<file path="src/logic/ciwt_consts.svh">
// Constants of the configurable interval watchdog timer: offsets, fields,
// reset values, timing. Included by the package and every design file.
`ifndef CIWT_CONSTS_SVH
`define CIWT_CONSTS_SVH

// ==========================================================
// Register offsets (word index, byte address = 4 * index)
`define CIWT_IDX_STATUS   4'h0
`define CIWT_IDX_CONTROL  4'h1
`define CIWT_IDX_PERIODL  4'h2
`define CIWT_IDX_PERIODH  4'h3
`define CIWT_IDX_SNAPL    4'h4
`define CIWT_IDX_SNAPH    4'h5
`define CIWT_IDX_IRQ_STAT 4'h6
`define CIWT_IDX_IRQ_MASK 4'h7

// ==========================================================
// Field positions
`define CIWT_ST_TO     0
`define CIWT_ST_RUN    1
`define CIWT_CT_ITO    0
`define CIWT_CT_CONT   1
`define CIWT_CT_START  2
`define CIWT_CT_STOP   3
`define CIWT_EV_ZERO   0
`define CIWT_EV_RESREQ 1

// ==========================================================
// Reset and read values
`define CIWT_CTRL_RST   4'h0
`define CIWT_MASK_RST   2'h0
`define CIWT_UNDEF_READ 16'h0000

// ==========================================================
// Timing
`define CIWT_CLK_HZ       25000000
`define CIWT_TIMEOUT_US   1000
`define CIWT_TIMEOUT_CYC  ((`CIWT_TIMEOUT_US * (`CIWT_CLK_HZ / 1000000)))

`endif

</file>
<file path="src/logic/ciwt_pkg.sv">
// Types of the configurable interval watchdog timer.
// Assumes ciwt_consts.svh is on the include path.
`include "ciwt_consts.svh"
package ciwt_pkg;
  typedef enum logic [1:0] {
    CIWT_IDLE,
    CIWT_RUN,
    CIWT_LOCKED
  } ciwt_state_t;
endpackage

</file>
<file path="src/logic/ciwt_regsel.sv">
// Register index decoder of the timer.
// Assumes strobes are one cycle and never both high.
`timescale 1ns/1ps
`default_nettype none
`include "ciwt_consts.svh"
module ciwt_regsel
  import ciwt_pkg::*;
(
  input  wire logic [3:0] addr,
  input  wire logic       wr,
  output logic            wr_status,
  output logic            wr_control,
  output logic            wr_periodl,
  output logic            wr_periodh,
  output logic            wr_snap,
  output logic            wr_irq_stat,
  output logic            wr_irq_mask
);
  function automatic logic hit(input logic [3:0] a, input logic [3:0] i);
    hit = (a == i);
  endfunction

  assign wr_status   = wr & hit(addr, `CIWT_IDX_STATUS);
  assign wr_control  = wr & hit(addr, `CIWT_IDX_CONTROL);
  assign wr_periodl  = wr & hit(addr, `CIWT_IDX_PERIODL);
  assign wr_periodh  = wr & hit(addr, `CIWT_IDX_PERIODH);
  assign wr_snap     = wr & (hit(addr, `CIWT_IDX_SNAPL) |
                             hit(addr, `CIWT_IDX_SNAPH));
  assign wr_irq_stat = wr & hit(addr, `CIWT_IDX_IRQ_STAT);
  assign wr_irq_mask = wr & hit(addr, `CIWT_IDX_IRQ_MASK);
endmodule
`default_nettype wire

</file>
<file path="src/logic/ciwt_irq.sv">
// Sticky event flags with write-one-to-clear and a mask.
// Assumes events are one-cycle pulses on the same clock.
`timescale 1ns/1ps
`default_nettype none
`include "ciwt_consts.svh"
module ciwt_irq
  import ciwt_pkg::*;
#(
  parameter int N = 2
) (
  input  wire logic         clk,
  input  wire logic         nrst,
  input  wire logic         ce,
  input  wire logic [N-1:0] ev,
  input  wire logic         wr_stat,
  input  wire logic         wr_mask,
  input  wire logic [N-1:0] wdata,
  output logic      [N-1:0] stat,
  output logic      [N-1:0] mask,
  output logic              irq
);
  logic [N-1:0] stat_r;
  logic [N-1:0] mask_r;
  logic [N-1:0] stat_nxt;

  genvar g;
  generate
    for (g = 0; g < N; g++) begin : g_bit
      // Set wins over clear
      assign stat_nxt[g] = ev[g] | (stat_r[g] & ~(wr_stat & wdata[g]));
    end
  endgenerate

  always_ff @(posedge clk) begin
    if (!nrst) begin
      stat_r <= '0;
      mask_r <= '0;
    end else if (ce) begin
      stat_r <= stat_nxt;
      if (wr_mask) begin
        mask_r <= wdata;
      end
    end
  end

  assign stat = stat_r;
  assign mask = mask_r;
  assign irq  = |(stat_r & mask_r);
endmodule
`default_nettype wire

</file>
<file path="src/logic/ciwt_top.sv">
// Configurable interval watchdog timer: 32-bit count-down core.
// Assumes a single-clock master using the plain strobe register port.
`timescale 1ns/1ps
`default_nettype none
`include "ciwt_consts.svh"
module ciwt_top
  import ciwt_pkg::*;
#(
  parameter bit          WRITEABLE_PERIOD = 1'b1,
  parameter bit          READABLE_SNAP    = 1'b1,
  parameter bit          START_STOP       = 1'b1,
  parameter bit          TIMEOUT_PULSE    = 1'b1,
  parameter bit          WATCHDOG         = 1'b0,
  parameter logic [31:0] TIMEOUT_CYC      = 32'(`CIWT_TIMEOUT_CYC)
) (
  input  wire logic        clk,
  input  wire logic        nrst,
  input  wire logic        ce,
  input  wire logic [3:0]  addr,
  input  wire logic [15:0] wdata,
  input  wire logic        wr,
  input  wire logic        rd,
  output logic      [15:0] rdata,
  output logic             irq,
  output logic             timeout_irq,
  output logic             timeout_pulse,
  output logic             reset_request
);
  // ==========================================================
  // Decode
  logic wr_status;
  logic wr_control;
  logic wr_periodl;
  logic wr_periodh;
  logic wr_snap;
  logic wr_irq_stat;
  logic wr_irq_mask;

  ciwt_regsel u_sel (
    .addr        (addr),
    .wr          (wr),
    .wr_status   (wr_status),
    .wr_control  (wr_control),
    .wr_periodl  (wr_periodl),
    .wr_periodh  (wr_periodh),
    .wr_snap     (wr_snap),
    .wr_irq_stat (wr_irq_stat),
    .wr_irq_mask (wr_irq_mask)
  );

  // ==========================================================
  // State
  localparam logic [31:0] RELOAD = TIMEOUT_CYC - 32'h1;
  localparam bit HAS_START = START_STOP | WATCHDOG;

  ciwt_state_t state_r;
  ciwt_state_t state_nxt;
  logic [31:0] count_r;
  logic [31:0] count_nxt;
  logic [31:0] period_r;
  logic [31:0] snap_r;
  logic        to_r;
  logic        ito_r;
  logic        cont_r;
  logic        pulse_r;
  logic        resreq_r;
  logic [15:0] rdata_r;

  wire running    = (state_r != CIWT_IDLE);
  wire at_zero    = running && (count_r == 32'h0);
  wire start_req  = HAS_START && wr_control && wdata[`CIWT_CT_START];
  wire stop_req   = START_STOP && !WATCHDOG && wr_control &&
                    wdata[`CIWT_CT_STOP];
  wire kick       = WATCHDOG && (wr_periodl || wr_periodh);
  wire per_wr_en  = WRITEABLE_PERIOD && !WATCHDOG;
  wire one_shot_end = at_zero && !cont_r && START_STOP && !WATCHDOG;

  // Period currently in effect
  wire [31:0] period_cur = per_wr_en ? period_r : RELOAD;

  // ==========================================================
  // Run control
  always_comb begin
    state_nxt = state_r;
    case (state_r)
      CIWT_IDLE: begin
        if (start_req) begin
          state_nxt = WATCHDOG ? CIWT_LOCKED : CIWT_RUN;
        end
      end
      CIWT_RUN: begin
        if (stop_req || one_shot_end) begin
          state_nxt = CIWT_IDLE;
        end
      end
      CIWT_LOCKED: begin
        state_nxt = CIWT_LOCKED;
      end
      default: begin
        state_nxt = CIWT_IDLE;
      end
    endcase
  end

  always_comb begin
    count_nxt = count_r;
    if (kick) begin
      count_nxt = period_cur;
    end else if (at_zero) begin
      count_nxt = period_cur;
    end else if (running) begin
      count_nxt = count_r - 32'h1;
    end
  end

  // Without start control or watchdog the counter free-runs from reset
  localparam ciwt_state_t ST_RST = HAS_START ? CIWT_IDLE : CIWT_RUN;

  always_ff @(posedge clk) begin
    if (!nrst) begin
      state_r <= ST_RST;
      count_r <= RELOAD;
    end else if (ce) begin
      state_r <= state_nxt;
      count_r <= count_nxt;
    end
  end

  // ==========================================================
  // Registers
  always_ff @(posedge clk) begin
    if (!nrst) begin
      period_r <= RELOAD;
      ito_r    <= 1'b0;
      cont_r   <= 1'b0;
    end else if (ce) begin
      if (per_wr_en && wr_periodl) begin
        period_r[15:0] <= wdata;
      end
      if (per_wr_en && wr_periodh) begin
        period_r[31:16] <= wdata;
      end
      if (wr_control) begin
        ito_r  <= wdata[`CIWT_CT_ITO];
        cont_r <= wdata[`CIWT_CT_CONT];
      end
    end
  end

  always_ff @(posedge clk) begin
    if (!nrst) begin
      snap_r <= 32'h0;
    end else if (ce && READABLE_SNAP && wr_snap) begin
      snap_r <= count_r;
    end
  end

  // Timeout flag: set wins over any write to status
  always_ff @(posedge clk) begin
    if (!nrst) begin
      to_r <= 1'b0;
    end else if (ce) begin
      to_r <= at_zero | (to_r & ~wr_status);
    end
  end

  // ==========================================================
  // Zero-reached outputs
  always_ff @(posedge clk) begin
    if (!nrst) begin
      pulse_r  <= 1'b0;
      resreq_r <= 1'b0;
    end else if (ce) begin
      pulse_r  <= TIMEOUT_PULSE && at_zero;
      resreq_r <= WATCHDOG && at_zero;
    end else begin
      pulse_r  <= 1'b0;
      resreq_r <= 1'b0;
    end
  end

  assign timeout_pulse = pulse_r;
  assign reset_request = resreq_r;
  assign timeout_irq   = to_r & ito_r;

  // ==========================================================
  // Interrupt status
  logic [1:0] ev_stat;
  logic [1:0] ev_mask;
  logic [1:0] ev_in;

  assign ev_in[`CIWT_EV_ZERO]   = ce & at_zero & ito_r;
  assign ev_in[`CIWT_EV_RESREQ] = ce & WATCHDOG & at_zero;

  ciwt_irq #(
    .N (2)
  ) u_irq (
    .clk     (clk),
    .nrst    (nrst),
    .ce      (ce),
    .ev      (ev_in),
    .wr_stat (wr_irq_stat),
    .wr_mask (wr_irq_mask),
    .wdata   (wdata[1:0]),
    .stat    (ev_stat),
    .mask    (ev_mask),
    .irq     (irq)
  );

  // ==========================================================
  // Read path, data valid in the cycle after the strobe
  logic [15:0] rd_mux;
  always_comb begin
    rd_mux = 16'h0000;
    case (addr)
      `CIWT_IDX_STATUS: begin
        rd_mux = {14'h0, running, to_r};
      end
      `CIWT_IDX_CONTROL: begin
        rd_mux = {14'h0, cont_r, ito_r};
      end
      `CIWT_IDX_PERIODL: begin
        rd_mux = per_wr_en ? period_r[15:0] : RELOAD[15:0];
      end
      `CIWT_IDX_PERIODH: begin
        rd_mux = per_wr_en ? period_r[31:16] : RELOAD[31:16];
      end
      `CIWT_IDX_SNAPL: begin
        rd_mux = READABLE_SNAP ? snap_r[15:0] : `CIWT_UNDEF_READ;
      end
      `CIWT_IDX_SNAPH: begin
        rd_mux = READABLE_SNAP ? snap_r[31:16] : `CIWT_UNDEF_READ;
      end
      `CIWT_IDX_IRQ_STAT: begin
        rd_mux = {14'h0, ev_stat};
      end
      `CIWT_IDX_IRQ_MASK: begin
        rd_mux = {14'h0, ev_mask};
      end
      default: begin
        rd_mux = 16'h0000;
      end
    endcase
  end

  always_ff @(posedge clk) begin
    if (!nrst) begin
      rdata_r <= 16'h0000;
    end else if (ce) begin
      rdata_r <= rd ? rd_mux : 16'h0000;
    end
  end
  assign rdata = rdata_r;

  // ==========================================================
  // Checks
  property p_pulse_one;
    @(posedge clk) disable iff (!nrst)
      timeout_pulse |=> !timeout_pulse;
  endproperty
  a_pulse_one: assert property (p_pulse_one) else $error("pulse too long");

  property p_pulse_zero;
    @(posedge clk) disable iff (!nrst)
      (ce && at_zero && TIMEOUT_PULSE) |=> timeout_pulse;
  endproperty
  a_pulse_zero: assert property (p_pulse_zero) else $error("no pulse");

  property p_resreq;
    @(posedge clk) disable iff (!nrst)
      reset_request |-> (WATCHDOG && $past(at_zero)) ##1 !reset_request;
  endproperty
  a_resreq: assert property (p_resreq) else $error("bad reset request");

  property p_reload;
    @(posedge clk) disable iff (!nrst)
      (ce && at_zero && !kick) |=> (count_r == $past(period_cur));
  endproperty
  a_reload: assert property (p_reload) else $error("no reload at zero");

  property p_dec;
    @(posedge clk) disable iff (!nrst)
      (ce && running && !at_zero && !kick) |=> (count_r == $past(count_r) - 1);
  endproperty
  a_dec: assert property (p_dec) else $error("count not decremented");

  property p_locked;
    @(posedge clk) disable iff (!nrst)
      (state_r == CIWT_LOCKED) |=> (state_r == CIWT_LOCKED);
  endproperty
  a_locked: assert property (p_locked) else $error("watchdog stopped");

  property p_kick;
    @(posedge clk) disable iff (!nrst)
      (ce && kick) |=> (count_r == RELOAD);
  endproperty
  a_kick: assert property (p_kick) else $error("kick did not reload");

  property p_start;
    @(posedge clk) disable iff (!nrst)
      (ce && !running && start_req) |=> running;
  endproperty
  a_start: assert property (p_start) else $error("start ignored");

  property p_fixed;
    @(posedge clk) disable iff (!nrst)
      (ce && at_zero && !per_wr_en) |=> (count_r == RELOAD);
  endproperty
  a_fixed: assert property (p_fixed) else $error("period not fixed");

  property p_wd_stopped;
    @(posedge clk) disable iff (!nrst)
      (WATCHDOG && $rose(nrst)) |-> !running;
  endproperty
  a_wd_stopped: assert property (p_wd_stopped) else $error("wd running");
endmodule
`default_nettype wire

</file>
<file path="config.mk">
export PLATFORM = sky130hd
export DESIGN_NAME = ciwt_top
export DESIGN_NICKNAME = d
export VERILOG_FILES = /design/src/logic/ciwt_pkg.sv /design/src/logic/ciwt_regsel.sv /design/src/logic/ciwt_irq.sv /design/src/logic/ciwt_top.sv
export VERILOG_INCLUDE_DIRS = /design/src /design/src/logic
export SDC_FILE = /design/constraint.sdc
export NUM_CORES = 1
export LEC_CHECK = 0
export BUFFER_PORTS_ARGS = -buffer_cell sky130_fd_sc_hd__buf_2
export CORE_UTILIZATION = 50
export DETAILED_ROUTE_END_ITERATION = 8
export PLACE_DENSITY_LB_ADDON = 0.05
export REMOVE_ABC_BUFFERS = 1
export SYNTH_ARGS = -nofsm -noshare
export SYNTH_HDL_FRONTEND = slang
export SYNTH_HIERARCHICAL = 1
export SYNTH_SLANG_ARGS = --single-unit
</file>
<file path="constraint.sdc">
create_clock -name clk -period 3.8 [get_ports clk]
set_input_delay 0.57 -clock clk [delete_from_list [all_inputs] [get_ports clk]]
set_output_delay 0.57 -clock clk [all_outputs]
set_load 0.1 [all_outputs]
</file>
After elaboration in Yosys (flattened, before gate mapping) --
Cells that the tools add are included.
Cells by class: add/subtract/negate cells 1, $mul 0, div/mod/pow operators 0, order comparisons 0, equality and inequality tests 11, shifts and indexed selects 0, mux-type cells 7, bitwise logic cells 22, reduce and logical (&&, ||, !) cells 20
Operators by type and width (number):
- case mux 16 bit (8 select lines) | 1
- 2-to-1 mux 32 bit | 2
- zero test 32 bit | 1
- subtractor 32 x 1 -> 32 bit (second input constant) | 1
- equality test 4 x 3 -> 1 bit (second input constant) | 4
- 2-to-1 mux 16 bit | 1
- bitwise AND 1 bit | 15
- AND reduction 2 bit | 6
- equality test 4 x 2 -> 1 bit (second input constant) | 2
- case mux 2 bit (3 select lines) | 1
- logical AND 1 bit | 5
- equality test 4 x 1 -> 1 bit (second input constant) | 1
- zero test 4 bit | 1
- 2-to-1 mux 2 bit | 2
- inequality test 2 bit (second input constant) | 2
- nonzero test 2 bit | 2
- NOT 1 bit | 3
- OR 1 bit | 3
- AND reduction 3 bit | 1
- bitwise AND 2 bit | 1
- equality test 2 x 1 -> 1 bit (second input constant) | 1
- equality test 2 bit (second input constant) | 1
- zero test 2 bit | 1
- OR reduction 2 bit | 1
- 2 further kinds | 2
Word-level totals: register bits after elaboration 122, bits in latches 0, bits in writable memories 0, ROM bits 0, bits of input ports 25, logic and storage cells 73, memories kept 0

Longest topological paths before layout --
Gate-level depths: netlist of the first run.
word-level depth 6, mapped depth 9

Cells and area by module --
The synthesis of the first run kept the hierarchy.
Modules (own cells, without submodules):
- ciwt_top | instances 1, cells each 693, area each 5424.0 um2
- ciwt_irq | instances 1, cells each 19, area each 193.9 um2
- ciwt_regsel | instances 1, cells each 11, area each 65.1 um2

Worst setup path before layout of the first run --
No wires, ideal clock.
path kind reg-to-reg, from reg count_r[24], to reg count_r[5], setup time 74 ps, data arrival time 2482 ps, required time 3726 ps, path slack 1243 ps, stages on the path, launching flop included 9, path buffers 3, clock period less this slack 2557 ps, cell sequence dfxtp_1 > buf_6 > or4_4 > buf_6 > or4_4 > buf_6 > nor3_4 > mux2_2 > o21ai_0
On the way: word-level cells in the longest chain between the ends 4
RTL lines:
- from (decl) | RTL line ciwt_top.sv:58 | logic [31:0] count_r;
- from (signal assigned) | RTL line ciwt_top.sv:125 | count_r <= count_nxt;
- zero test 32 bit (*) | RTL line ciwt_top.sv:70 | wire at_zero = running && (count_r == 32'h0);
- logical AND 1 bit (*) | RTL line ciwt_top.sv:70
- nonzero test 2 bit (no source line)
- AND reduction 2 bit (no source line)
Mark *: on every way between the ends. The rest lies on a longest branch, timed or not. A chain may end at the register's enable or synchronous reset.

Worst setup path after layout of the first run --
from reg count_r[15], to reg count_r[17]
On the way: word-level cells in the longest chain between the ends 4
RTL lines:
- branches (longest 4 deep; another with subtractor 32 x 1 -> 32 bit)
Parallel ways; which one is timed is not known. The select of a mux whose other input is x is not followed.

==> results of run 1 <==
-- path summary, 6_finish.rpt --
kind / from / end / slack (ns) / cells after the start
max reg2reg: count_r[15] / count_r[17] / 0.82 / 5
max: count_r[15] / count_r[17] / 0.82 / 5
min: wdata[14] / period_cur[14] / 0.38 / 3
min reg2reg: snap_r[3] / snap_r[3] / 0.45 / 2
-- sequential cells by signal, summed over array words and instances (netlist names) --
name	flops
to_r	1
u_irq/mask	2
timeout_pulse	1
rdata	16
period_cur	32
cont_r	1
count_r	32
snap_r	32
u_irq/stat	2
ito_r	1
state_r	2
-- power by group through the flow --
stage	combinational (mW)	sequential, mW	clock [mW]
after CTS	0.145	1.30	1.69
after detailed placement	0.145	1.33	0
final	0.148	1.30	1.69
after global placement	0.143	1.33	0
after floorplan	0.0678	1.33	0
after global routing	0.158	1.30	1.75
-- synth_stat cells, types with 3 or more instances --
library cell and instances:
nor4_2 3, nor3_1 20, o21bai_1 3, and2_1 6
inv_1 4, o311ai_0 6, dfxtp_1 122, nor2b_1 4
o21a_1 4, or3_1 11, o31ai_1 4, nor4b_1 3
nand4_1 6, clkbuf_1 47, nand2b_1 3, or2_2 4
o41ai_1 3, nor3b_1 3, a22oi_1 29, a31oi_1 5
nor2_1 35, o21ai_0 21, nand2_1 157, a21oi_1 112
nor4_1 6, a211oi_1 3, nand3_1 26, or4_1 11
mux2i_1 7, o22ai_1 3, buf_6 5
-- worst max-delay path, stage by stage, from the launching register on --
cell	delay, ns
dfxtp_1	0.36
or4_1	0.72
nor3_1	0.60
nand3_2	0.52
a2111oi_0	0.53
o22ai_1	0.12
-- through the flow --
stage                     std cells  total power, mW  setup slack [ns]  cell area, sq um
after detailed placement        867            1.473            0.8802              5972
after floorplan                 670            1.398             1.253              5439
final                           898            3.135            0.8162              6586
after global routing            898            3.216            0.6444              6586
after global placement          867            1.471             1.046              5972
after CTS                       898            3.137            0.8725              6586
-- area by class of cell --
class	count	area (sq um)	share of cell area
Multi-Input combinational cell	542	2999	0.4554
Sequential cell	122	2442	0.3708
Clock buffer	24	501.7	0.07618
Timing Repair Buffer	57	332.8	0.05053
Tap cell	140	175.2	0.02660
Clock inverter	7	112.6	0.01710
Inverter	6	22.52	0.003419
-- cells by family after synthesis --
logic type	count (synthesis)
AO/OA/AOI/OAI	218
flip-flops	122
other	1
AND/OR/NAND/NOR	311
XOR/XNOR	1
buffers and inverters	60
multiplexers	9
adder cells (fa/ha/maj)	1
-- layer usage --
metal  vias to the layer above  share of wire  global-route usage
met1                      2722           0.44              0.4455
met2                       258           0.46              0.4724
li1                       2641              -                   -
met3                        19          0.087             0.08010
met5                         -              0                   0
met4                         0          0.013              0.1110
==> summary.txt, run 1 <==
Logic synthesis
  • Syn Inst Count: 723
  • Number of distinct library cells after synthesis: 66
  • Dominant cells by area after synthesis: dfxtp_1 43%, nand2_1 10%, a21oi_1 9.9%, a22oi_1 3.8%, clkbuf_1 3.1%
  • Post-synthesis xor/xnor area fraction: 0.001541
  • Simple logic cell fraction of the synthesized area: 0.2646
  • Post-synthesis sequential area ratio: 0.4298
  • Mux cell area share after synthesis: 0.01629
  • Synth async-reset ratio: 0
  • Flops & latches, synth: 122
  • Synth area leader: dfxtp_1
  • Cell area after synthesis: 5683 sq um
  • Synth top area share: 0.4298
  • Main combinational cell family by area after synthesis: simple AND/OR/NAND/NOR gates
  • Post-synthesis compound-gate area fraction: 0.2373
  • Post-synth EDFFs: 0
  • Avg Inst Size Synth: 7.860 sq um
  • Fraction of the mapped netlist area in adder cells: 0.002202
  • Yosys warning total: 6
  • Main synth FF type: dfxtp_1

Worst setup path
  • Required @ worst endpoint: 4.09 ns
  • Worst EP arrival: 3.27 ns
  • CP Max Fanout: 18
  • Setup CP Type: register to register
  • CP Launch Type: register
  • Setup crit end kind: register

Global routing
  • First-pass GRT wire length: 27940 um
  • Largest net degree at the start of global routing: 60
  • Gr usage total: 0.3179
  • Vias in the first global route: 5031
  • Remaining Overflow, GRT: 0
  • Initial antenna violation count: 0

Finish
  • Layout area overhead: 15.90%
  • Most common cell after layout, fill and taps aside: nand2_1
  • Layout net count: 772
  • Post-layout util: 0.6023
  • Diodes inserted: 0
  • Layout cells sized above 1: 0.1464
  • Fillers: 1009
  • Most frequent cells in the layout: 157 x nand2_1, 122 x dfxtp_1, 112 x a21oi_1

Floorplan
  • Initial Util: 0.5197
  • Io pins: 45
  • Total die area: 11800 sq um
  • Die Width: 108.6 um
  • Core area: 10940 sq um
  • Die height: 108.6 um
  • Standard-cell rows: 38

Placed design
  • Gpl congestion: 0.9234
  • Post-DP HPWL: 11220 um
  • Buffers on Ports: 43

Timing
  • Tmin final: 2.984 ns
  • Final setup vio count: 0
  • Final critical-path share of the clock period: 0.7852
  • Setup_tns: 0 ns
  • Measured slew at the worst slew-check pin: 1.033 ns
  • Final Slew Violations: 0
  • Final Hold Viols: 0
  • Final Skew: 0.008611 ns
  • Max Freq: 335.1 MHz
  • Hold Slack: 0.3808 ns
  • Worst slew margin: 0.3111
  • RSZ-0062 raised after global routing: false

Clock network
  • Setup bufs post-CTS: 0
  • Post-CTS Resized: 0
  • H-tree levels: 4
  • Clock-pin transition on the worst setup and hold timing paths: 0.05 ns
  • Clk Latency, worst-skew pair: 0.42 ns
  • Clock Root Buffer: clkbuf_16
  • CTS tree: yes
  • Clk buf depth: 2
  • CTS sink cnt: 122
  • Hold buffers post-CTS: 0
  • Number of buffers created by CTS: 17

Power
  • Sequential Power Share: 0.415
  • Power Density: 476.1 nW/um^2
  • Pint: 2.444 mW
  • P_sw: 0.6910 mW
  • Worst VDD drop: 0.0004151 V
  • Static Leak: 2.338 nW
  • Comb pwr share: 0.047
  • Clock share of power: 0.537
  • Sw Ratio: 0.2204

Route
  • Antenna viol nets, final: 0
  • Vias per cell: 6.281
  • DR iter-0 viols: 590
  • Via Count: 5640
  • DRC Markers: 0
  • First-pass detailed-route iteration total: 5
  • Routed len/inst: 20.09 um
  • Final wirelength: 18040 um

Min path
  • Worst Hold Class: input port to register

Run
  • Number of max-cap violations: 0

Status
  • Status: complete, no violations
Power figures use the tool's default switching activity.
==> inputs of run 2 (changes only) <==
- clock period: 3.8 -> 3.11 ns (I/O delays scaled with it)
==> summary.txt, run 2 (synthesis results as in run 1) <==
Timing
  • Final Skew: 0.005624 ns
  • Final setup vio count: 0
  • RSZ-0062 raised after global routing: false
  • Hold Slack: 0.2742 ns
  • Final Slew Violations: 0
  • Worst slew margin: 0.4234
  • Max Freq: 361.1 MHz
  • Final critical-path share of the clock period: 0.8904
  • Measured slew at the worst slew-check pin: 0.8628 ns
  • Final Hold Viols: 0
  • Tmin final: 2.769 ns
  • Setup_tns: 0 ns

Worst setup path
  • Critical path's slowest cell: or4_4
  • CP Launch Type: register
  • CP Max Fanout: 12
  • Crit path cell chain: or4_4 > or4_4 > nor3_4 > mux2_2 > o21ai_0
  • Required @ worst endpoint: 3.46 ns
  • Critical path's most frequent cell: or4_4
  • Worst EP arrival: 3.12 ns
  • Setup crit end kind: register
  • Setup CP Type: register to register
  • Max incr delay on CP: 0.64 ns

Clock network
  • Number of buffers created by CTS: 17
  • CTS sink cnt: 122
  • CTS tree: yes
  • Post-CTS Resized: 0
  • Clk buf depth: 2
  • H-tree levels: 4
  • Clock Root Buffer: clkbuf_16
  • Clock-pin transition on the worst setup and hold timing paths: 0.05 ns
  • Setup bufs post-CTS: 0
  • Clk Latency, worst-skew pair: 0.42 ns
  • Hold buffers post-CTS: 0

Finish
  • Most common cell after layout, fill and taps aside: nand2_1
  • Layout net count: 783
  • Diodes inserted: 0
  • Post-layout util: 0.6094
  • Layout cells sized above 1: 0.1571
  • Most frequent cells in the layout: 157 x nand2_1, 122 x dfxtp_1, 112 x a21oi_1
  • Layout area overhead: 17.26%
  • Fillers: 1006

Route
  • Final wirelength: 17680 um
  • First-pass detailed-route iteration total: 5
  • DRC Markers: 0
  • Antenna viol nets, final: 0
  • DR iter-0 viols: 619
  • Vias per cell: 6.203
  • Routed len/inst: 19.43 um
  • Via Count: 5645

Status
  • Status: complete, no violations

Floorplan
  • Die height: 108.6 um
  • Initial Util: 0.5197
  • Io pins: 45
  • Total die area: 11800 sq um
  • Core area: 10940 sq um
  • Standard-cell rows: 38
  • Die Width: 108.6 um

Power
  • Clock share of power: 0.541
  • Pint: 3.029 mW
  • Pwr Total: 3.866 mW
  • Power Density: 580.1 nW/um^2
  • Sequential Power Share: 0.412
  • Static Leak: 2.392 nW
  • Comb pwr share: 0.047
  • P_sw: 0.8369 mW
  • Sw Ratio: 0.2165
  • Worst VDD drop: 0.0004442 V

Global routing
  • GR Layer Usage met1: 0.4249
  • Met3 usage in global routing: 0.09444
  • Initial antenna violation count: 0
  • Largest net degree at the start of global routing: 39
  • Gr usage total: 0.3192
  • M2 GR Usage: 0.4769
  • Vias in the first global route: 5187
  • First-pass GRT wire length: 28090 um
  • Remaining Overflow, GRT: 0
  • Top Usage Layer GRT: met2

Run
  • Number of max-cap violations: 0

Placed design
  • Buffers on Ports: 43
  • Post-DP HPWL: 11310 um
  • Gpl congestion: 0.9312

Min path
  • Worst Hold Class: input port to register
run 2: cell count changes in the layout (fill, tap and decap cells not counted):
| cell | previous run | this run |
|---|---|---|
| buf_12 | 1 | 0 |
| buf_4 | 13 | 25 |
| bufinv_16 | 3 | 4 |
| clkbuf_1 | 2 | 4 |
| clkbuf_8 | 5 | 3 |
| clkinv_2 | 3 | 4 |
| clkinvlp_4 | 1 | 0 |
run 2: area by class of cell:
type / instances / area [sq um] / area share
Timing Repair Buffer: 68 / 402.9 / 0.06046
Inverter: 6 / 22.52 / 0.003380
Multi-Input combinational cell: 542 / 2999 / 0.4501
Clock inverter: 8 / 140.1 / 0.02103
Clock buffer: 24 / 481.7 / 0.07229
Tap cell: 140 / 175.2 / 0.02629
Sequential cell: 122 / 2442 / 0.3665
run 2: metrics by stage:
stage | setup WS [ns] | std cells | area [sq um]
3_3_place_gp | 0.4390 | 878 | 6042
5_1_grt | 0.1774 | 910 | 6664
4_1_cts | 0.3579 | 910 | 6664
2_1_floorplan | 0.5634 | 670 | 5439
6_report | 0.3408 | 910 | 6664
3_5_place_dp | 0.3785 | 878 | 6042
run 2: power groups by stage:
stage                     clock network [mW]  registers, mW  logic [mW]
after floorplan                            0           1.63      0.0829
after global placement                     0           1.62       0.176
after detailed placement                   0           1.62       0.179
after CTS                               2.12           1.59       0.180
after global routing                    2.19           1.59       0.196
final                                   2.09           1.59       0.183
run 2: worst paths after layout:
| check | startpoint | endpoint | depth (start not counted) | slack [ns] |
|---|---|---|---|---|
| worst min register to register | snap_r[25] | snap_r[25] | 2 | 0.45 |
| worst max-delay path | count_r[24] | count_r[5] | 5 | 0.34 |
| worst max register to register | count_r[24] | count_r[5] | 5 | 0.34 |
| worst min-delay path | wdata[14] | period_cur[14] | 3 | 0.27 |
run 2: layer usage:
metal  part of all wire  vias up
met1               0.44     2688
met5                  0        -
met4              0.026        0
met2               0.44      239
li1                   -     2681
met3              0.092       37
run 2: worst max-delay path: cells and delay by family (launching register included):
family           cells  cell delay (ns)
multiplexers         1             0.39
AO/OA/AOI/OAI        1             0.14
flip-flops           1             0.39
AND/OR/NAND/NOR      3             1.77
==> inputs of run 3 (changes only) <==
- PLACE_DENSITY: default -> 0.67
- PLACE_DENSITY_LB_ADDON: 0.05 -> default
==> summary.txt, run 3 (synthesis results as in run 1) <==
Status
  • Status: complete, no violations

Global routing
  • Remaining Overflow, GRT: 0
  • Vias in the first global route: 5165
  • First-pass GRT wire length: 27570 um
  • Largest net degree at the start of global routing: 42
  • Gr usage total: 0.3133
  • Initial antenna violation count: 0

Power
  • Static Leak: 2.377 nW
  • Worst VDD drop: 0.0005673 V
  • Power Density: 566.4 nW/um^2

Route
  • Final wirelength: 17280 um
  • Via Count: 5575
  • First-pass detailed-route iteration total: 5
  • DRC Markers: 0
  • Antenna viol nets, final: 0
  • DR iter-0 viols: 466
  • Vias per cell: 6.126
  • Routed len/inst: 18.99 um

Worst setup path
  • CP Max Fanout: 9
  • Required @ worst endpoint: 3.46 ns
  • CP Launch Type: register
  • Critical path's slowest cell: nor4_2
  • Setup CP Type: register to register
  • Critical path's most frequent cell: or4_4
  • Crit path cell chain: or4_4 > or4_4 > nor4_2 > and2_1 > mux2i_1 > a21oi_1
  • Crit path max-delay family: simple AND/OR/NAND/NOR gates
  • Worst EP arrival: 3.14 ns
  • Max incr delay on CP: 0.65 ns
  • WP buf/inv: 0
  • R2R Setup Slk: 0.33 ns
  • Setup crit end kind: register

Timing
  • Worst slew margin: 0.4152
  • Measured slew at the worst slew-check pin: 0.8750 ns
  • RSZ-0062 raised after global routing: false
  • Tmin final: 2.783 ns
  • Setup_tns: 0 ns
  • Max Freq: 359.3 MHz
  • Final critical-path share of the clock period: 0.8948
  • Final Hold Viols: 0
  • Final Slew Violations: 0
  • Final Skew: 0.007268 ns
  • Final setup vio count: 0

Placed design
  • Gpl congestion: 0.9111
  • Post-DP HPWL: 11200 um
  • Buffers on Ports: 43

Min path
  • Worst Hold Class: input port to register

Finish
  • Most frequent cells in the layout: 157 x nand2_1, 122 x dfxtp_1, 112 x a21oi_1
  • Most common cell after layout, fill and taps aside: nand2_1
  • Diodes inserted: 0
  • Multi-input logic area: 2999 sq um
  • Fillers: 1018
  • Post-layout util: 0.6063
  • Layout cells sized above 1: 0.1571
  • Layout area overhead: 16.67%
  • Register area: 2442 sq um
  • Layout net count: 783

Clock network
  • Clock-pin transition on the worst setup and hold timing paths: 0.05 ns
  • Post-CTS Resized: 0
  • CTS sink cnt: 122
  • Clock Root Buffer: clkbuf_16
  • Clk Latency, worst-skew pair: 0.42 ns
  • Setup bufs post-CTS: 0
  • H-tree levels: 4
  • Hold buffers post-CTS: 0
  • Clk buf depth: 2
  • CTS tree: yes
  • Number of buffers created by CTS: 17

Floorplan
  • Die height: 108.6 um
  • Standard-cell rows: 38
  • Core area: 10940 sq um
  • Io pins: 45
  • Total die area: 11800 sq um
  • Initial Util: 0.5197
  • Die Width: 108.6 um

Run
  • Number of max-cap violations: 0
## run 3: changes by cell type in the layout (fill, tap and decap cells not counted)
cell | before | now
bufinv_16 | 4 | 3
clkbuf_8 | 3 | 2
clkinv_2 | 4 | 6
## run 3: path summary, 6_finish.rpt
| kind | cells after the start | start | end |
|---|---|---|---|
| min | 3 | wdata[14] | period_cur[14] |
| min reg2reg | 2 | snap_r[13] | snap_r[13] |
| max reg2reg | 6 | count_r[24] | u_irq/stat[0] |
| max | 6 | count_r[24] | u_irq/stat[0] |
## run 3: power breakdown
part           switching (mW)  internal [mW]  total (mW)
logic                   0.127         0.0531       0.180
clock network           0.692           1.29        1.98
registers              0.0140           1.58        1.59
total                   0.833           2.92        3.76
## run 3: layout make-up
class,instances,area share
multi-input combinational,542,0.4523
sequential,122,0.3684
clock buffer,23,0.07058
timing repair buffer,68,0.06077
tap,140,0.02642
clock inverter,9,0.01812
inverter,6,0.003397
## run 3: routing by layer
layer / routed length [um] / vias to the layer above / global-route usage
met5: 0 / - / 0
met1: 7455 / 2603 / 0.4183
met2: 7776 / 259 / 0.4688
met4: 412 / 0 / 0.1361
met3: 1636 / 34 / 0.09145
li1: - / 2679 / -
## run 3: metrics by stage
step | total power, mW | cell area, sq um | hold WS (ns) | worst slack, ns | std cells
2_1_floorplan | 1.708 | 5439 | 0.4315 | 0.5634 | 670
3_3_place_gp | 1.796 | 6042 | 0.4424 | 0.4553 | 878
6_report | 3.755 | 6630 | 0.2739 | 0.3271 | 910
3_5_place_dp | 1.800 | 6042 | 0.4477 | 0.3810 | 878
4_1_cts | 3.767 | 6630 | 0.2644 | 0.3617 | 910
5_1_grt | 3.854 | 6630 | 0.2759 | 0.2413 | 910
## run 3: worst min-delay path, delay by kind of cell
family,cells,cell delay [ns]
buf+inv,1,0.09
simple gates,2,0.10
